==> src/core/tmc_pkg.sv <==
// Package with constants, types and enums for the thermostat mode control block
package tmc_pkg;

  // Time base: one tick per second is derived from ref_clk
  localparam int unsigned CLK_HZ = 100_000_000;
  localparam int unsigned TICK_SEC_CYCLES = CLK_HZ;
  localparam int unsigned TICK_W = 27;

  // Durations as printed, in seconds except the stage-two delay in minutes
  localparam int unsigned CHG_WINDOW_SEC = 60;
  localparam int unsigned MENU_TIMEOUT_SEC = 10;
  localparam int unsigned FAN_OFF_DELAY_SEC = 120;
  localparam int unsigned STAGE2_DELAY_MIN = 5;
  localparam int unsigned STAGE2_DELAY_SEC = STAGE2_DELAY_MIN * 60;
  localparam int unsigned SEC_W = 16;

  // Encodings written by the supervisor
  localparam logic [1:0] CTRL_SEL_COOL = 2'h1;
  localparam logic [1:0] CTRL_SEL_HEAT = 2'h2;
  localparam logic [1:0] FAN_SPEED_STOP = 2'h1;
  localparam logic [1:0] FAN_SPEED_LOW = 2'h2;

  // Values after reset
  localparam logic RST_FAN_HEAT_EN = 1'b1;
  localparam logic RST_OCCUPIED = 1'b1;
  localparam logic RST_FAN_CONT = 1'b0;

  typedef enum logic {
    TMC_MODE_HEAT = 1'b0,
    TMC_MODE_COOL = 1'b1
  } tmc_mode_e;

  // Local mode-change gesture
  typedef enum logic [1:0] {
    TMC_LM_IDLE = 2'b00,
    TMC_LM_WAIT = 2'b01
  } tmc_lm_e;

  // Panel buttons, one pulse per press
  typedef struct packed {
    logic mode;
    logic fan;
    logic up;
    logic down;
    logic set;
    logic power;
  } tmc_btn_s;

  // Stage demand from the control algorithm
  typedef struct packed {
    logic stage1;
    logic stage2;
  } tmc_demand_s;

  // Setpoints, 0.5 degree steps
  typedef logic [9:0] tmc_temp_t;

endpackage

==> src/core/tmc_sec_timer.sv <==
// Down-counting seconds timer with load and expiry pulse
`timescale 1ns/1ns
module tmc_sec_timer #(
  parameter int unsigned W = 16
) (
  input wire logic ref_clk,
  input wire logic rst,
  input wire logic sec_tick,
  input wire logic load,
  input wire logic [W-1:0] load_val,
  input wire logic stop,
  output logic running,
  output logic expired
);
  logic [W-1:0] cnt_r;

  initial begin
    if (W < 2) $error("tmc_sec_timer: W too small");
  end

  // Load wins over stop and count
  always_ff @(posedge ref_clk or posedge rst) begin
    if (rst) begin
      cnt_r <= '0;
      expired <= 1'b0;
    end else begin
      expired <= 1'b0;
      if (load) begin
        cnt_r <= load_val;
      end else if (stop) begin
        cnt_r <= '0;
      end else if (sec_tick && cnt_r != '0) begin
        cnt_r <= cnt_r - 1'b1;
        if (cnt_r == {{(W-1){1'b0}}, 1'b1}) begin
          expired <= 1'b1;
        end
      end
    end
  end

  assign running = (cnt_r != '0);
endmodule

==> src/core/tmc_btn_sync.sv <==
// Two-flop synchroniser and rising-edge detector for panel buttons
`timescale 1ns/1ns
module tmc_btn_sync #(
  parameter int unsigned N = 6
) (
  input wire logic ref_clk,
  input wire logic rst,
  input wire logic [N-1:0] pin,
  output logic [N-1:0] press
);
  logic [N-1:0] meta_r;
  logic [N-1:0] sync_r;
  logic [N-1:0] prev_r;

  // First flop feeds only the second one
  always_ff @(posedge ref_clk or posedge rst) begin
    if (rst) begin
      meta_r <= '0;
      sync_r <= '0;
      prev_r <= '0;
      press <= '0;
    end else begin
      meta_r <= pin;
      sync_r <= meta_r;
      prev_r <= sync_r;
      press <= sync_r & ~prev_r;
    end
  end
endmodule

==> src/core/tmc_mode_ctrl.sv <==
// Thermostat mode, changeover, panel button, fan and stage control
`timescale 1ns/1ns
module tmc_mode_ctrl #(
  parameter int unsigned TICK_CYCLES = tmc_pkg::TICK_SEC_CYCLES,
  parameter int unsigned STAGE_DELAY_W = tmc_pkg::SEC_W
) (
  input wire logic ref_clk,
  input wire logic rst,
  input wire logic [5:0] btn_pin,
  input wire logic [5:0] btn_lock,
  input wire logic factory_reset,
  input wire logic options_wr,
  input wire logic [7:0] options_wdata,
  input wire logic ctrl_sel_wr,
  input wire logic [1:0] ctrl_sel_wdata,
  input wire logic options_menu_set,
  input wire logic fan_heat_wr,
  input wire logic fan_heat_wdata,
  input wire logic fan_cont_wr,
  input wire logic fan_cont_wdata,
  input wire logic occ_wr,
  input wire logic occ_wdata,
  input wire logic [1:0] lowest_fan_speed,
  input wire logic display_option,
  input wire logic [STAGE_DELAY_W-1:0] cool_second_stage_delay,
  input wire logic [STAGE_DELAY_W-1:0] heat_second_stage_delay,
  input wire tmc_pkg::tmc_temp_t occupied_cool_setpoint,
  input wire tmc_pkg::tmc_temp_t occupied_heat_setpoint,
  input wire tmc_pkg::tmc_temp_t unoccupied_cool_setpoint,
  input wire tmc_pkg::tmc_temp_t unoccupied_heat_setpoint,
  input wire tmc_pkg::tmc_temp_t room_temp,
  input wire tmc_pkg::tmc_demand_s demand,
  output logic mode_cool,
  output logic [7:0] changeover_options,
  output logic chg_armed,
  output logic menu_active,
  output logic fan_cont,
  output logic fan_heat_output_enable,
  output logic occupied,
  output logic occ_pending,
  output tmc_pkg::tmc_temp_t active_setpoint,
  output tmc_pkg::tmc_temp_t display_temp,
  output logic stage1_out,
  output logic stage2_out,
  output logic fan_out,
  output logic active_ind,
  output logic stage2_ind,
  output logic auto_ind
);
  logic [tmc_pkg::TICK_W-1:0] tick_cnt_r;
  logic sec_tick;
  logic flash_r;
  logic [5:0] press_raw;
  tmc_pkg::tmc_btn_s press;
  tmc_pkg::tmc_mode_e mode_r;
  tmc_pkg::tmc_lm_e lm_r;
  logic chg_run;
  logic chg_exp;
  logic menu_exp;
  logic fan_dly_run;
  logic stg_run;
  logic stg_exp;
  logic stage2_ok_r;
  logic occ_edit_r;
  logic demand_prev_r;
  logic any_demand;
  logic chg_accept;
  logic chg_start;
  logic local_toggle;
  logic any_press;
  logic [STAGE_DELAY_W-1:0] stage_delay_sel;

  initial begin
    if (TICK_CYCLES < 2 || TICK_CYCLES >= (1 << tmc_pkg::TICK_W))
      $error("tmc_mode_ctrl: TICK_CYCLES out of range");
    if (STAGE_DELAY_W < 9) $error("tmc_mode_ctrl: STAGE_DELAY_W too small");
  end

  // Pick a setpoint from mode and occupancy
  function automatic tmc_pkg::tmc_temp_t pick_setpoint(input logic cool, input logic occ,
      input tmc_pkg::tmc_temp_t oc, input tmc_pkg::tmc_temp_t oh,
      input tmc_pkg::tmc_temp_t uc, input tmc_pkg::tmc_temp_t uh);
    if (cool) pick_setpoint = occ ? oc : uc;
    else pick_setpoint = occ ? oh : uh;
  endfunction

  // One-second tick; a parameter so simulation can shorten it
  always_ff @(posedge ref_clk or posedge rst) begin
    if (rst) begin
      tick_cnt_r <= '0;
      flash_r <= 1'b0;
    end else if (tick_cnt_r == tmc_pkg::TICK_W'(TICK_CYCLES - 1)) begin
      tick_cnt_r <= '0;
      flash_r <= ~flash_r;
    end else begin
      tick_cnt_r <= tick_cnt_r + 1'b1;
    end
  end
  assign sec_tick = (tick_cnt_r == tmc_pkg::TICK_W'(TICK_CYCLES - 1));

  tmc_btn_sync #(.N(6)) u_btn (
    .ref_clk(ref_clk),
    .rst(rst),
    .pin(btn_pin),
    .press(press_raw)
  );

  assign press = tmc_pkg::tmc_btn_s'(press_raw & ~btn_lock);
  assign any_press = |press_raw;

  // menu timeout retriggered by any press
  tmc_sec_timer #(.W(tmc_pkg::SEC_W)) u_menu (
    .ref_clk(ref_clk),
    .rst(rst),
    .sec_tick(sec_tick),
    .load(any_press),
    .load_val(tmc_pkg::SEC_W'(tmc_pkg::MENU_TIMEOUT_SEC)),
    .stop(1'b0),
    .running(menu_active),
    .expired(menu_exp)
  );

  // window starts when options becomes 1, from the network or the menu
  assign chg_start = (options_wr ? options_wdata == 8'h01 : options_menu_set) && changeover_options != 8'h01;
  tmc_sec_timer #(.W(tmc_pkg::SEC_W)) u_chg (
    .ref_clk(ref_clk),
    .rst(rst),
    .sec_tick(sec_tick),
    .load(chg_start),
    .load_val(tmc_pkg::SEC_W'(tmc_pkg::CHG_WINDOW_SEC)),
    .stop(chg_accept),
    .running(chg_run),
    .expired(chg_exp)
  );

  // armed only while options holds 1
  assign chg_armed = chg_run && changeover_options == 8'h01;

  // a valid select while armed is accepted
  assign chg_accept = (chg_armed && ctrl_sel_wr &&
      (ctrl_sel_wdata == tmc_pkg::CTRL_SEL_COOL || ctrl_sel_wdata == tmc_pkg::CTRL_SEL_HEAT))
      || local_toggle;

  // local gesture, only after menu timed out
  always_ff @(posedge ref_clk or posedge rst) begin
    if (rst) begin
      lm_r <= tmc_pkg::TMC_LM_IDLE;
    end else begin
      unique case (lm_r)
        tmc_pkg::TMC_LM_IDLE:
          if (chg_armed && !occ_edit_r && press.mode && !menu_active) lm_r <= tmc_pkg::TMC_LM_WAIT;
        tmc_pkg::TMC_LM_WAIT:
          if (!chg_armed || press.up || press.down || press.set || press.fan) lm_r <= tmc_pkg::TMC_LM_IDLE;
        default: lm_r <= tmc_pkg::TMC_LM_IDLE;
      endcase
    end
  end
  assign local_toggle = (lm_r == tmc_pkg::TMC_LM_WAIT) && chg_armed && (press.up || press.down);

  // mode changes only on accepted changeover; factory reset ignored
  always_ff @(posedge ref_clk or posedge rst) begin
    if (rst) begin
      mode_r <= tmc_pkg::TMC_MODE_HEAT;
    end else if (local_toggle) begin
      mode_r <= (mode_r == tmc_pkg::TMC_MODE_HEAT) ? tmc_pkg::TMC_MODE_COOL : tmc_pkg::TMC_MODE_HEAT;
    end else if (chg_accept) begin
      mode_r <= (ctrl_sel_wdata == tmc_pkg::CTRL_SEL_COOL) ? tmc_pkg::TMC_MODE_COOL : tmc_pkg::TMC_MODE_HEAT;
    end
  end
  assign mode_cool = (mode_r == tmc_pkg::TMC_MODE_COOL);

  // expiry clears options; acceptance also clears it
  always_ff @(posedge ref_clk or posedge rst) begin
    if (rst) begin
      changeover_options <= 8'h00;
    end else if (options_wr) begin
      changeover_options <= options_wdata;
    end else if (options_menu_set) begin
      changeover_options <= 8'h01;
    end else if (chg_exp || chg_accept) begin
      changeover_options <= 8'h00;
    end
  end

  // FAN press toggles; a network write in the same cycle wins
  always_ff @(posedge ref_clk or posedge rst) begin
    if (rst) begin
      fan_cont <= tmc_pkg::RST_FAN_CONT;
    end else if (fan_cont_wr) begin
      fan_cont <= fan_cont_wdata;
    end else if (press.fan) begin
      fan_cont <= ~fan_cont;
    end
  end

  // fan heat enable setting, default 1
  always_ff @(posedge ref_clk or posedge rst) begin
    if (rst) begin
      fan_heat_output_enable <= tmc_pkg::RST_FAN_HEAT_EN;
    end else if (fan_heat_wr) begin
      fan_heat_output_enable <= fan_heat_wdata;
    end
  end

  // SET opens edit, UP/DOWN toggle pending, SET/MODE apply
  always_ff @(posedge ref_clk or posedge rst) begin
    if (rst) begin
      occupied <= tmc_pkg::RST_OCCUPIED;
      occ_pending <= tmc_pkg::RST_OCCUPIED;
      occ_edit_r <= 1'b0;
    end else if (occ_wr) begin
      occupied <= occ_wdata;
      occ_pending <= occ_wdata;
      occ_edit_r <= 1'b0;
    end else if (!occ_edit_r) begin
      if (press.set) begin
        occ_edit_r <= 1'b1;
        occ_pending <= occupied;
      end
    end else if (press.set || press.mode) begin
      occupied <= occ_pending;
      occ_edit_r <= 1'b0;
    end else if (press.up || press.down) begin
      occ_pending <= ~occ_pending;
    end else if (menu_exp) begin
      occ_edit_r <= 1'b0;
    end
  end

  always_ff @(posedge ref_clk or posedge rst) begin
    if (rst) begin
      active_setpoint <= '0;
    end else begin
      active_setpoint <= pick_setpoint(mode_cool, occupied, occupied_cool_setpoint,
          occupied_heat_setpoint, unoccupied_cool_setpoint, unoccupied_heat_setpoint);
    end
  end

  always_ff @(posedge ref_clk or posedge rst) begin
    if (rst) begin
      display_temp <= '0;
    end else begin
      display_temp <= display_option ? active_setpoint : room_temp;
    end
  end

  // second-stage delay from the stage-one start
  assign stage_delay_sel = mode_cool ? cool_second_stage_delay : heat_second_stage_delay;
  tmc_sec_timer #(.W(STAGE_DELAY_W)) u_stg (
    .ref_clk(ref_clk),
    .rst(rst),
    .sec_tick(sec_tick),
    .load(demand.stage1 && !stage1_out),
    .load_val(stage_delay_sel),
    .stop(!demand.stage1),
    .running(stg_run),
    .expired(stg_exp)
  );

  always_ff @(posedge ref_clk or posedge rst) begin
    if (rst) begin
      stage2_ok_r <= 1'b0;
    end else if (!demand.stage1) begin
      stage2_ok_r <= 1'b0;
    end else if (stg_exp || (stage1_out && !stg_run)) begin
      stage2_ok_r <= 1'b1;
    end
  end

  // Stage outputs follow demand, stage two only after the delay
  always_ff @(posedge ref_clk or posedge rst) begin
    if (rst) begin
      stage1_out <= 1'b0;
      stage2_out <= 1'b0;
    end else begin
      stage1_out <= demand.stage1;
      stage2_out <= demand.stage1 && demand.stage2 && stage2_ok_r;
    end
  end

  // fan off-delay after an action ends when lowest speed is stop
  assign any_demand = demand.stage1;
  always_ff @(posedge ref_clk or posedge rst) begin
    if (rst) demand_prev_r <= 1'b0;
    else demand_prev_r <= any_demand;
  end
  tmc_sec_timer #(.W(tmc_pkg::SEC_W)) u_fan (
    .ref_clk(ref_clk),
    .rst(rst),
    .sec_tick(sec_tick),
    .load(demand_prev_r && !any_demand && lowest_fan_speed == tmc_pkg::FAN_SPEED_STOP),
    .load_val(tmc_pkg::SEC_W'(tmc_pkg::FAN_OFF_DELAY_SEC)),
    .stop(any_demand),
    .running(fan_dly_run),
    .expired()
  );

  // fan drive; heat cycles gated by the enable
  always_ff @(posedge ref_clk or posedge rst) begin
    if (rst) begin
      fan_out <= 1'b0;
    end else begin
      fan_out <= fan_cont || (lowest_fan_speed == tmc_pkg::FAN_SPEED_LOW) ||
          ((any_demand || demand_prev_r || fan_dly_run) && (mode_cool || fan_heat_output_enable)); // Bridges the timer load
    end
  end

  always_ff @(posedge ref_clk or posedge rst) begin
    if (rst) begin
      auto_ind <= 1'b1;
      active_ind <= 1'b0;
      stage2_ind <= 1'b0;
    end else begin
      auto_ind <= !fan_cont && (!fan_dly_run || flash_r);
      active_ind <= stage1_out || stage2_out;
      stage2_ind <= stage2_out;
    end
  end
endmodule

==> config.mk <==
export PLATFORM = sky130hd
export DESIGN_NAME = tmc_mode_ctrl
export DESIGN_NICKNAME = d
export VERILOG_FILES = /design/src/core/tmc_pkg.sv /design/src/core/tmc_sec_timer.sv /design/src/core/tmc_btn_sync.sv /design/src/core/tmc_mode_ctrl.sv
export SDC_FILE = /design/constraint.sdc
export NUM_CORES = 1
export LEC_CHECK = 0
export ABC_AREA = 1
export BUFFER_PORTS_ARGS = -buffer_cell sky130_fd_sc_hd__buf_2
export CORE_UTILIZATION = 51
export CTS_CLUSTER_DIAMETER = 120
export DETAILED_ROUTE_END_ITERATION = 7
export PLACE_DENSITY = 0.88
export SYNTH_ARGS = -nofsm -noshare
export SYNTH_HDL_FRONTEND = slang
export SYNTH_SLANG_ARGS = --single-unit
==> constraint.sdc <==
create_clock -name ref_clk -period 5.24 [get_ports ref_clk]
set_input_delay 1.048 -clock ref_clk [delete_from_list [all_inputs] [get_ports ref_clk]]
set_output_delay 1.048 -clock ref_clk [all_outputs]
set_load 0.05 [all_outputs]
* Word-level counts from Yosys, hierarchy flattened
Index checks and enable logic that the tools add are counted.
** Operators by class
- Add/sub/neg operators :: 5
- Eq/ne operators :: 18
- Multiplexer cells :: 57
- Bitwise gates (word level) :: 7
- Reductions and logical operators :: 64
** Operators by type and width (number)
- $mux W16 :: 12
- $reduce_bool A16 Y1 :: 4
- $sub A16 B1 Y16 const B :: 4
- $eq A16 B1 Y1 const B :: 3
- $mux W10 :: 4
- $mux W1 :: 34
- $add A27 B1 Y27 const B :: 1
- $eq A27 B27 Y1 const B :: 1
- $mux W27 :: 1
- $mux W8 :: 3
- $logic_and A1 B1 Y1 :: 21
- $logic_or A1 B1 Y1 :: 17
- $eq A8 B1 Y1 const B :: 2
- $and A6 B6 Y6 :: 2
- $not A6 Y6 :: 2
- $reduce_bool A3 Y1 :: 4
- $reduce_bool A2 Y1 :: 5
- $logic_not A1 Y1 :: 8
- $ne A8 B1 Y1 const B :: 1
- $eq A2 B1 Y1 const B :: 3
- $reduce_or A6 Y1 :: 1
- $eq A2 B2 Y1 const B :: 2
- $mux W2 :: 2
- $ne A2 B2 Y1 const B :: 2
- 9 further kinds :: 12
** Word-level totals
- Bits in registers :: 162
- Output and inout port bits :: 41
- Word-level logic and storage cells :: 181

* Logic depth before layout (Yosys ltp)
Gate-level depths: netlist of the first run.
- Depth in word-level cells :: 9
- Gate-level depth with buffers :: 13

* By module
A second synthesis of the first run with hierarchy kept.
** Second synthesis, totals
- Cells, all modules :: 1376
- Area total of the unflattened synthesis :: 9665.5 µm²
** Modules (own cells, without submodules)
- tmc_sec_timer at u_chg ... :: times used 3, cells each 204, area an instance 1296.2 µm², seq. area each 425.4 µm²
- tmc_mode_ctrl :: times used 1, cells each 522, area an instance 3824.9 µm², seq. area each 1756.7 µm²
- tmc_sec_timer at u_stg :: times used 1, cells each 205, area an instance 1287.5 µm², seq. area each 425.4 µm²
- tmc_btn_sync :: times used 1, cells each 37, area an instance 664.4 µm², seq. area each 600.6 µm²

* Worst setup path before layout of the first run
Ideal clock, no wire load.
- Kind :: flip-flop to output port
- From :: reg u_menu.cnt_r[8]
- To :: out menu_active
- Data arrival time :: 1.285 ns
- Required time :: 4.192 ns
- Path slack :: 2.907 ns
- Cell stages (with the launch flop) :: 5
- Path buffers :: 0
- Cells stage by stage :: dfrtp_1 -> nor2_1 -> nand2_1 -> nor2_1 -> nand4_1
** On the way
- Word-level cells in the longest chain between the ends :: 1
** Ends and longest elaborated chain
- start, declared :: RTL line tmc_sec_timer.sv:15 : logic [W-1:0] cnt_r;
- start signal, assigned :: RTL line tmc_sec_timer.sv:29 : cnt_r <= load_val;
- start signal, assigned :: RTL line tmc_sec_timer.sv:33 : cnt_r <= cnt_r - 1'b1;
- $reduce_bool A16 Y1 :: RTL line tmc_sec_timer.sv:41 : assign running = (cnt_r != '0);
- end, declared :: RTL line tmc_mode_ctrl.sv:36 : output logic menu_active,
No other way between the ends.

* Final worst setup path of the first run
- From :: reg u_chg.cnt_r[4]
- To :: out chg_armed
** On the way
- Word-level cells in the longest chain between the ends :: 2
** Ends and longest elaborated chain
- start, declared :: RTL line tmc_sec_timer.sv:15
- start signal, assigned :: RTL line tmc_sec_timer.sv:29
- start signal, assigned :: RTL line tmc_sec_timer.sv:33
- $reduce_bool A16 Y1 :: RTL line tmc_sec_timer.sv:41
- $logic_and A1 B1 Y1 :: RTL line tmc_mode_ctrl.sv:137 : assign chg_armed = chg_run && changeover_options == 8'h01;
- end, declared :: RTL line tmc_mode_ctrl.sv:35 : output logic chg_armed,
No other way between the ends.

==> summary.txt, run 1 <==
Setup path
  • Buf+Inv Stages, Crit Path: 2
  • Critical path endpoint category: output pin
  • Req. time, crit path: 4.19 ns
  • CP cell instances: nor2_2 -> nand2_1 -> nor2_1 -> nand2_2 -> nand2_2 -> inv_2 -> buf_2
  • Arrival @ worst endpoint: 1.92 ns
  • Most frequent CP cell: nand2_2
  • Crit path largest cell delay: 0.43 ns
  • Critical-path top delay cell: dfrtp_1
  • CP Max Fanout: 6
  • R2r setup slk: 3.09 ns
  • Kind of critical path: reg2out
  • Crit path launch type: flip-flop
  • Delay-heaviest family, CP: simple AND/OR/NAND/NOR gates

Clock tree
  • CTS Buf Count: 17
  • Hold Buf Count CTS: 0
  • Post-CTS Setup Bufs: 0
  • TritonCTS clock tree: built
  • Root Driver: clkbuf_16
  • H-tree depth: 4
  • Clock Latency Late Sink: 0.44 ns
  • CTS resizes: 0
  • Clock Path Buffers: 2
  • Sink Count: 161
  • Worst-path clk slew: roughly 0.070 ns

Global routing
  • Remaining global-route overflow: 0
  • Total global-route track usage: 0.240
  • Initial antenna violation count: 1
  • Global-route wire length before repair: 33.8 mm
  • Vias in the first global route: approximately 7400
  • Largest net degree at the start of global routing: 162

Synthesis
  • Count leader, synth: nand2_1
  • Largest area contributor in the netlist: dfrtp_1
  • Ys async rst share: 1.00
  • Sequential area share after synthesis: 0.471
  • Distinct cell type count after synthesis: 48
  • Net count after synthesis: roughly 1200
  • EDFF count, synth: 0
  • FF+latch count, synth: 161
  • Cell count after synthesis: 1055
  • Cell Area, Synth: 8560 sq um
  • Synth Flop Type: dfrtp_1
  • Synth cell count leaders: nand2_1 (180), nor2_1 (171), dfrtp_1 (157), inv_1 (127), o21ai_0 (66)
  • Synth Area per Inst: 8.11 sq um
  • Synth area leaders: dfrtp_1 (46%), nand2_1 (7.9%), nor2_1 (7.5%), inv_1 (5.6%), o21ai_0 (3.9%)
  • Warnings from Yosys: 0
  • Synth top area share: 0.459

Drt
  • Vias/cell: 5.40
  • Starting DRT DRC Count: 705
  • DR DRC count: 0
  • Pre-antenna DRT Iters: 7
  • Wire per inst: 13.9 um
  • Via count: 7821
  • Post-route ant nets: 0
  • Routed WL: ~20 mm

Timing
  • Fin crit period: 2.97 ns
  • Setup_tns: 0 ns
  • Clock Skew: roughly 0.0082 ns
  • Final Hold Viols: 0
  • Slew @ Worst Pin: 0.827 ns
  • Worst relative slew slack: 0.448
  • Period utilisation layout: 0.566
  • Pins Over Slew Limit: 0
  • Final setup vio count: 0
  • RSZ-0062 raised after global routing: no
  • Final hold slack: 0.356 ns
  • Fmax achieved: between 300 and 400 MHz

Placement
  • RD Place Congestion: around 0.92
  • Port Buffers: 159
  • DP Wirelength: roughly 14 mm
  • DP Cell Count: ~1400

Finish
  • # fillers: 1290
  • Non-filler cells, final: between 1000 and 1500
  • Layout cell share with drive strength beyond 1: 0.213
  • Register area: 4030 sq um
  • Final nets: 1350
  • Area of the multi-input gates: 3900 sq um
  • Area Growth Syn to Fin: 19.0%

Worst hold path
  • Min-delay worst type: reg2reg

Floorplan
  • Die Y: 132 um
  • Row cnt: 46
  • Core area: 16100 sq um
  • Die Wd: 132 um
  • Full die area: 17300 sq um
  • Number of placed I/O pins: 162
  • Initial Utilization: 0.531

Job
  • Max-Cap Viols: 0

Run status
  • Outcome: completed

Power and ir drop
  • Leak: between 5 and 6 nW
  • Worst VDD drop: 0.000240 V
  • Power per standard cell area: 337 nW/um^2
## where the power goes
| part | leakage [nW] | internal, mW | total [mW] | switching (mW) |
|---|---|---|---|---|
| combinational | 2.69 | 0.221 | 0.709 | 0.488 |
| sequential | 2.05 | 1.34 | 1.41 | 0.0738 |
| clock | 0.305 | 0.766 | 1.31 | 0.545 |
| total | 5.05 | 2.33 | 3.43 | 1.11 |
## through the flow
step	util	area [sq um]	power (mW)	setup WS, ns
floorplan	-	8560	1.95	2.15
global placement	0.593	9560	2.11	2.50
detailed placement	0.593	9560	2.13	2.47
CTS	0.632	10200	3.45	2.26
global route	0.632	10200	3.58	2.12
finish	0.632	10200	3.43	2.27
## layer usage
layer	routed length [um]	GRT usage	vias up
li1	-	-	3771
met1	8240	0.281	3754
met3	971	0.0509	49
met2	10400	0.421	247
met5	0	0	-
met4	527	0.111	0
## cell type report
type	instances	share of cell area
sequential	161	0.396
multi-input combinational	739	0.383
timing repair buffer	161	0.0808
inverter	138	0.0526
clock buffer	17	0.0417
tap	216	0.0265
clock inverter	15	0.0194
antenna	1	0.000246
## worst paths after layout
check / from / end / cells past startpoint
setup / recovery: u_chg.cnt_r[4] / chg_armed / 7
hold / removal: u_btn.meta_r[0] / u_btn.sync_r[0] / 0
setup reg to reg: tick_cnt_r[0] / u_chg.cnt_r[5] / 11
hold reg to reg: u_btn.meta_r[0] / u_btn.sync_r[0] / 0
max in group asynchronous: rst / u_menu.cnt_r[8] / 3
min in group asynchronous: rst / u_btn.prev_r[2] / 3
## flip-flops by register name, summed over array words and instances (netlist names), 6 cells and up
name                flops
tick_cnt_r             27
u_chg.cnt_r            16
u_fan.cnt_r            16
u_menu.cnt_r           16
u_stg.cnt_r            16
active_setpoint        10
display_temp           10
changeover_options      8
u_btn.meta_r            6
u_btn.press             6
u_btn.prev_r            6
u_btn.sync_r            6
## kinds of logic (layout without fill, tap and decap cells)
group           count (synthesis)  after routing  share of synthesized area
compound gates                153            153                      0.100
buf+inv                       155            331                     0.0729
simple gates                  521            521                      0.281
flops                         161            161                      0.471
mux                            11             11                     0.0145
xor+xnor                       43             43                     0.0440
fa+ha+maj                      11             11                     0.0161
other cells                     0              1                          0
## worst register-to-register path: cells and delay by family (launching register included)
family	cells	cell delay [ns]
and+or+nand+nor	8	1.17
adders and majority gates	1	0.22
buffers and inverters	1	0.14
AOI/OAI and AO/OA	1	0.07
DFF	1	0.40
## cell usage in the layout, fill, tap and decap left out, drive strengths merged, types with 8 or more instances in the layout
cell type and instances:
nand2 194, nor2 184, buf 161, dfrtp 157, inv 141, o21ai 78
nand3 64, nor3 38, xor2 35, o22ai 30, a21oi 30, nand4 21
clkbuf 17, mux2 11, ha 11, xnor2 8, nor4 8
(Power assumes the default switching activity.)
==> run 2, diff against run 1 <==
Settings changed: ABC_AREA 1 to 0, CORE_UTILIZATION 51 to 50, PLACE_DENSITY 0.88 to 0.87.
Clock period 5.24 ns to 2.55 ns, I/O delays scaled along.
==> run 2 against run 1 <==
The run now ends with negative setup slack left. Clock-buffer cell count rose by 3. Non-clock buffer count rose by 58. Setup slack got worse by 2.4 ns. First-iteration DRC count fell by 17%. Synthesized area fell by 4.5%. Critical endpoint is now menu_active. Highest routed layer unchanged.
==> summary.txt, run 2 <==
Timing
  • Final setup vio count: 2 (was 0)
  • Fin crit period: 2.71 ns
  • Pins Over Slew Limit: 0 (unchanged)
  • Worst relative slew slack: 0.454 (was 0.448)
  • Slew @ Worst Pin: 0.818 ns (was 0.827 ns)
  • Final Hold Viols: 0 (unchanged)
  • RSZ-0062 raised after global routing: yes (was no)
  • Period utilisation layout: 1.06
  • Clock Skew: 0.00791 ns (was 0.00818 ns)
  • PnR worst setup slack: -0.162 ns (was 2.27 ns)
  • Fmax achieved: roughly 370 MHz

Clock tree
  • CTS Buf Count: 17 (unchanged)
  • Hold Buf Count CTS: 0 (unchanged)
  • Clock Latency Late Sink: 0.43 ns (was 0.44 ns)
  • Sink Count: 161 (unchanged)
  • Clock Path Buffers: 2 (unchanged)
  • Root Driver: clkbuf_16 (unchanged)
  • Worst-path clk slew: 0.06 ns (was 0.07 ns)
  • TritonCTS clock tree: built (unchanged)
  • H-tree depth: 4 (unchanged)

Drt
  • Wire per inst: 18.0 um (was 13.9 um)
  • Starting DRT DRC Count: 584 (was 705)
  • Via count: 7258 (was 7821)
  • Post-route ant nets: 0 (unchanged)
  • Pre-antenna DRT Iters: 5 (was 7)
  • DR DRC count: 0 (unchanged)
  • Routed WL: 22.0 mm (was 20.1 mm)
  • Vias/cell: 5.93 (was 5.40)

Setup path
  • Delay-heaviest family, CP: simple AND/OR/NAND/NOR gates (unchanged)
  • Req. time, crit path: 2.04 ns (was 4.19 ns)
  • CP Max Fanout: 8 (was 6)
  • Crit path largest cell delay: 0.58 ns (was 0.43 ns)
  • Most frequent CP cell: or4_4 (was nand2_2)
  • Crit path launch type: flip-flop (unchanged)
  • Critical-path top delay cell: or4_4 (was dfrtp_1)
  • CP cell instances: or4_4 -> or4_4 -> buf_8 (was nor2_2 -> nand2_1 -> nor2_1 -> nand2_2 -> nand2_2 -> inv_2 -> buf_2)
  • Critical path endpoint category: output pin (unchanged)
  • Kind of critical path: reg2out (unchanged)
  • Buf+Inv Stages, Crit Path: 1 (was 2)
  • Arrival @ worst endpoint: 2.20 ns (was 1.92 ns)

Global routing
  • Vias in the first global route: 7035 (was 7392)
  • Initial antenna violation count: 2 (was 1)
  • Global-route wire length before repair: 34.5 mm (was 33.8 mm)
  • Total global-route track usage: 0.268 (was 0.240)
  • Largest net degree at the start of global routing: 34 (was 162)
  • Remaining global-route overflow: 0 (unchanged)

Synthesis
  • Ys async rst share: 1.00 (unchanged)
  • Largest area contributor in the netlist: dfrtp_1 (unchanged)
  • Distinct cell type count after synthesis: 73 (was 48)
  • Cell count after synthesis: 789 (was 1055)
  • FF+latch count, synth: 161 (unchanged)
  • Synth cell count leaders: dfrtp_1 (157), nor2_1 (68), a21oi_1 (46), nand2_1 (41), nand3_1 (34) (was nand2_1 (180), nor2_1 (171), dfrtp_1 (157), inv_1 (127), o21ai_0 (66))
  • Net count after synthesis: 921 (was 1187)
  • Warnings from Yosys: 0 (unchanged)
  • Count leader, synth: dfrtp_1 (was nand2_1)
  • Cell Area, Synth: 8170 sq um (was 8560 sq um)
  • Synth Area per Inst: 10.4 sq um (was 8.11 sq um)
  • Synth Flop Type: dfrtp_1 (unchanged)
  • EDFF count, synth: 0 (unchanged)
  • Synth area leaders: dfrtp_1 (48%), nor2_1 (3.1%), a21oi_1 (2.8%), mux2i_1 (2.8%), mux4_2 (2.8%) (was dfrtp_1 (46%), nand2_1 (7.9%), nor2_1 (7.5%), inv_1 (5.6%), o21ai_0 (3.9%))
  • Synth top area share: 0.481 (was 0.459)
  • Sequential area share after synthesis: 0.493 (was 0.471)

Run status
  • Failing checks: negative setup slack
  • Outcome: finished with violations (was completed)

Power and ir drop
  • Worst VDD drop: 0.000452 V (was 0.000240 V)
  • Final Power: 6.31 mW (was 3.43 mW)
  • Leak: 4.58 nW (was 5.05 nW)
  • Power per standard cell area: 613 nW/um^2 (was 337 nW/um^2)

Floorplan
  • Die Y: 130 um (was 132 um)
  • Initial Utilization: 0.513 (was 0.531)
  • Number of placed I/O pins: 162 (unchanged)
  • Die Wd: 130 um (was 132 um)
  • Full die area: 16900 sq um (was 17300 sq um)
  • Row cnt: 46 (unchanged)
  • Core area: 15900 sq um (was 16100 sq um)

Finish
  • Final nets: 1124 (was 1350)
  • Most frequent cells in the layout: buf_2 (157), dfrtp_1 (155), nor2_1 (68), buf_4 (56), a21oi_1 (46) (was nand2_1 (180), nor2_1 (171), buf_2 (159), dfrtp_1 (157), inv_1 (126))
  • # fillers: 1225 (was 1290)
  • Post-route cell area: 10300 sq um (was 10200 sq um)
  • Area Growth Syn to Fin: 25.8% (was 19.0%)
  • Layout cell share with drive strength beyond 1: 0.314 (was 0.213)
  • Post-layout util: 0.645 (was 0.632)
  • Biggest register: tick_cnt_r (unchanged)
  • Most common cell after layout, fill and taps aside: buf_2 (was nand2_1)
  • Non-filler cells, final: 1223 (was 1448)
  • Max reg flops: 27 (unchanged)

Placement
  • Port Buffers: 159 (unchanged)
  • DP Cell Count: 1178 (was 1415)
  • RD Place Congestion: 0.934 (was 0.921)
  • Area after DPL: 9520 sq um (was 9560 sq um)
  • DP Wirelength: 16.0 mm (was 14.0 mm)

Job
  • Max-Cap Viols: 0 (unchanged)

Worst hold path
  • Min-delay worst type: in2reg (was reg2reg)
run 2: repair_timing:
item | CTS | global route
setup buffers | 10 | 1
resized for setup | 18 | 9
endpoints found under the setup margin | 2 | 19
pin swaps | 4 | 3
run 2: logic make-up (layout without fill, tap and decap cells):
| family | Yosys count | in the layout | share of synthesized area |
|---|---|---|---|
| multiplexers | 46 | 46 | 0.0736 |
| other | 0 | 2 | 0 |
| AND/OR/NAND/NOR | 327 | 327 | 0.225 |
| flip-flops | 161 | 161 | 0.493 |
| XOR/XNOR | 34 | 34 | 0.0364 |
| adder cells (fa/ha/maj) | 11 | 11 | 0.0168 |
| AO/OA/AOI/OAI | 153 | 153 | 0.127 |
| buffers and inverters | 57 | 273 | 0.0282 |
run 2: worst paths after layout:
path                                           to             from  slack (ns)  cells after the start
hold reg to reg                   u_btn.sync_r[0]  u_btn.meta_r[0]        0.35                      0
min in group asynchronous   changeover_options[3]              rst        0.23                      2
max in group asynchronous  fan_heat_output_enable              rst        1.67                      3
setup reg to reg                  u_chg.cnt_r[10]  u_chg.cnt_r[12]        0.05                      8
setup / recovery                      menu_active  u_menu.cnt_r[9]       -0.16                      3
hold / removal                    u_btn.meta_r[3]       btn_pin[3]        0.18                      1
run 2: metal layers:
layer / vias up / GRT usage / wire length (um)
li1: 3349 / - / -
met1: 3540 / 0.319 / 8890
met2: 319 / 0.455 / 10800
met3: 50 / 0.0558 / 1440
met4: 0 / 0.149 / 872
met5: - / 0 / 0
run 2: final cells by class:
cell class	instances	area, sq um	area share
tap	216	270	0.0263
timing repair buffer	219	1320	0.128
antenna	2	5.00	0.000487
clock inverter	12	134	0.0130
sequential	161	4040	0.392
inverter	22	86.3	0.00839
multi-input combinational	571	4000	0.389
clock buffer	20	437	0.0425
run 2: power breakdown:
part	leakage, nW	internal, mW	switching (mW)
Clock	0.275	1.44	1.05
Combinational	2.25	0.370	0.642
Sequential	2.06	2.68	0.125
Total	4.58	4.49	1.81
run 2: metrics by stage:
stage / TNS, ns / hold slack, ns / setup slack, ns
after floorplan: 0 / 0.331 / 0.000437
after global placement: 0 / 0.333 / 0.0907
after detailed placement: 0 / 0.335 / 0.0664
after CTS: -0.285 / 0.170 / -0.180
after global routing: -0.381 / 0.167 / -0.198
final: -0.271 / 0.180 / -0.162
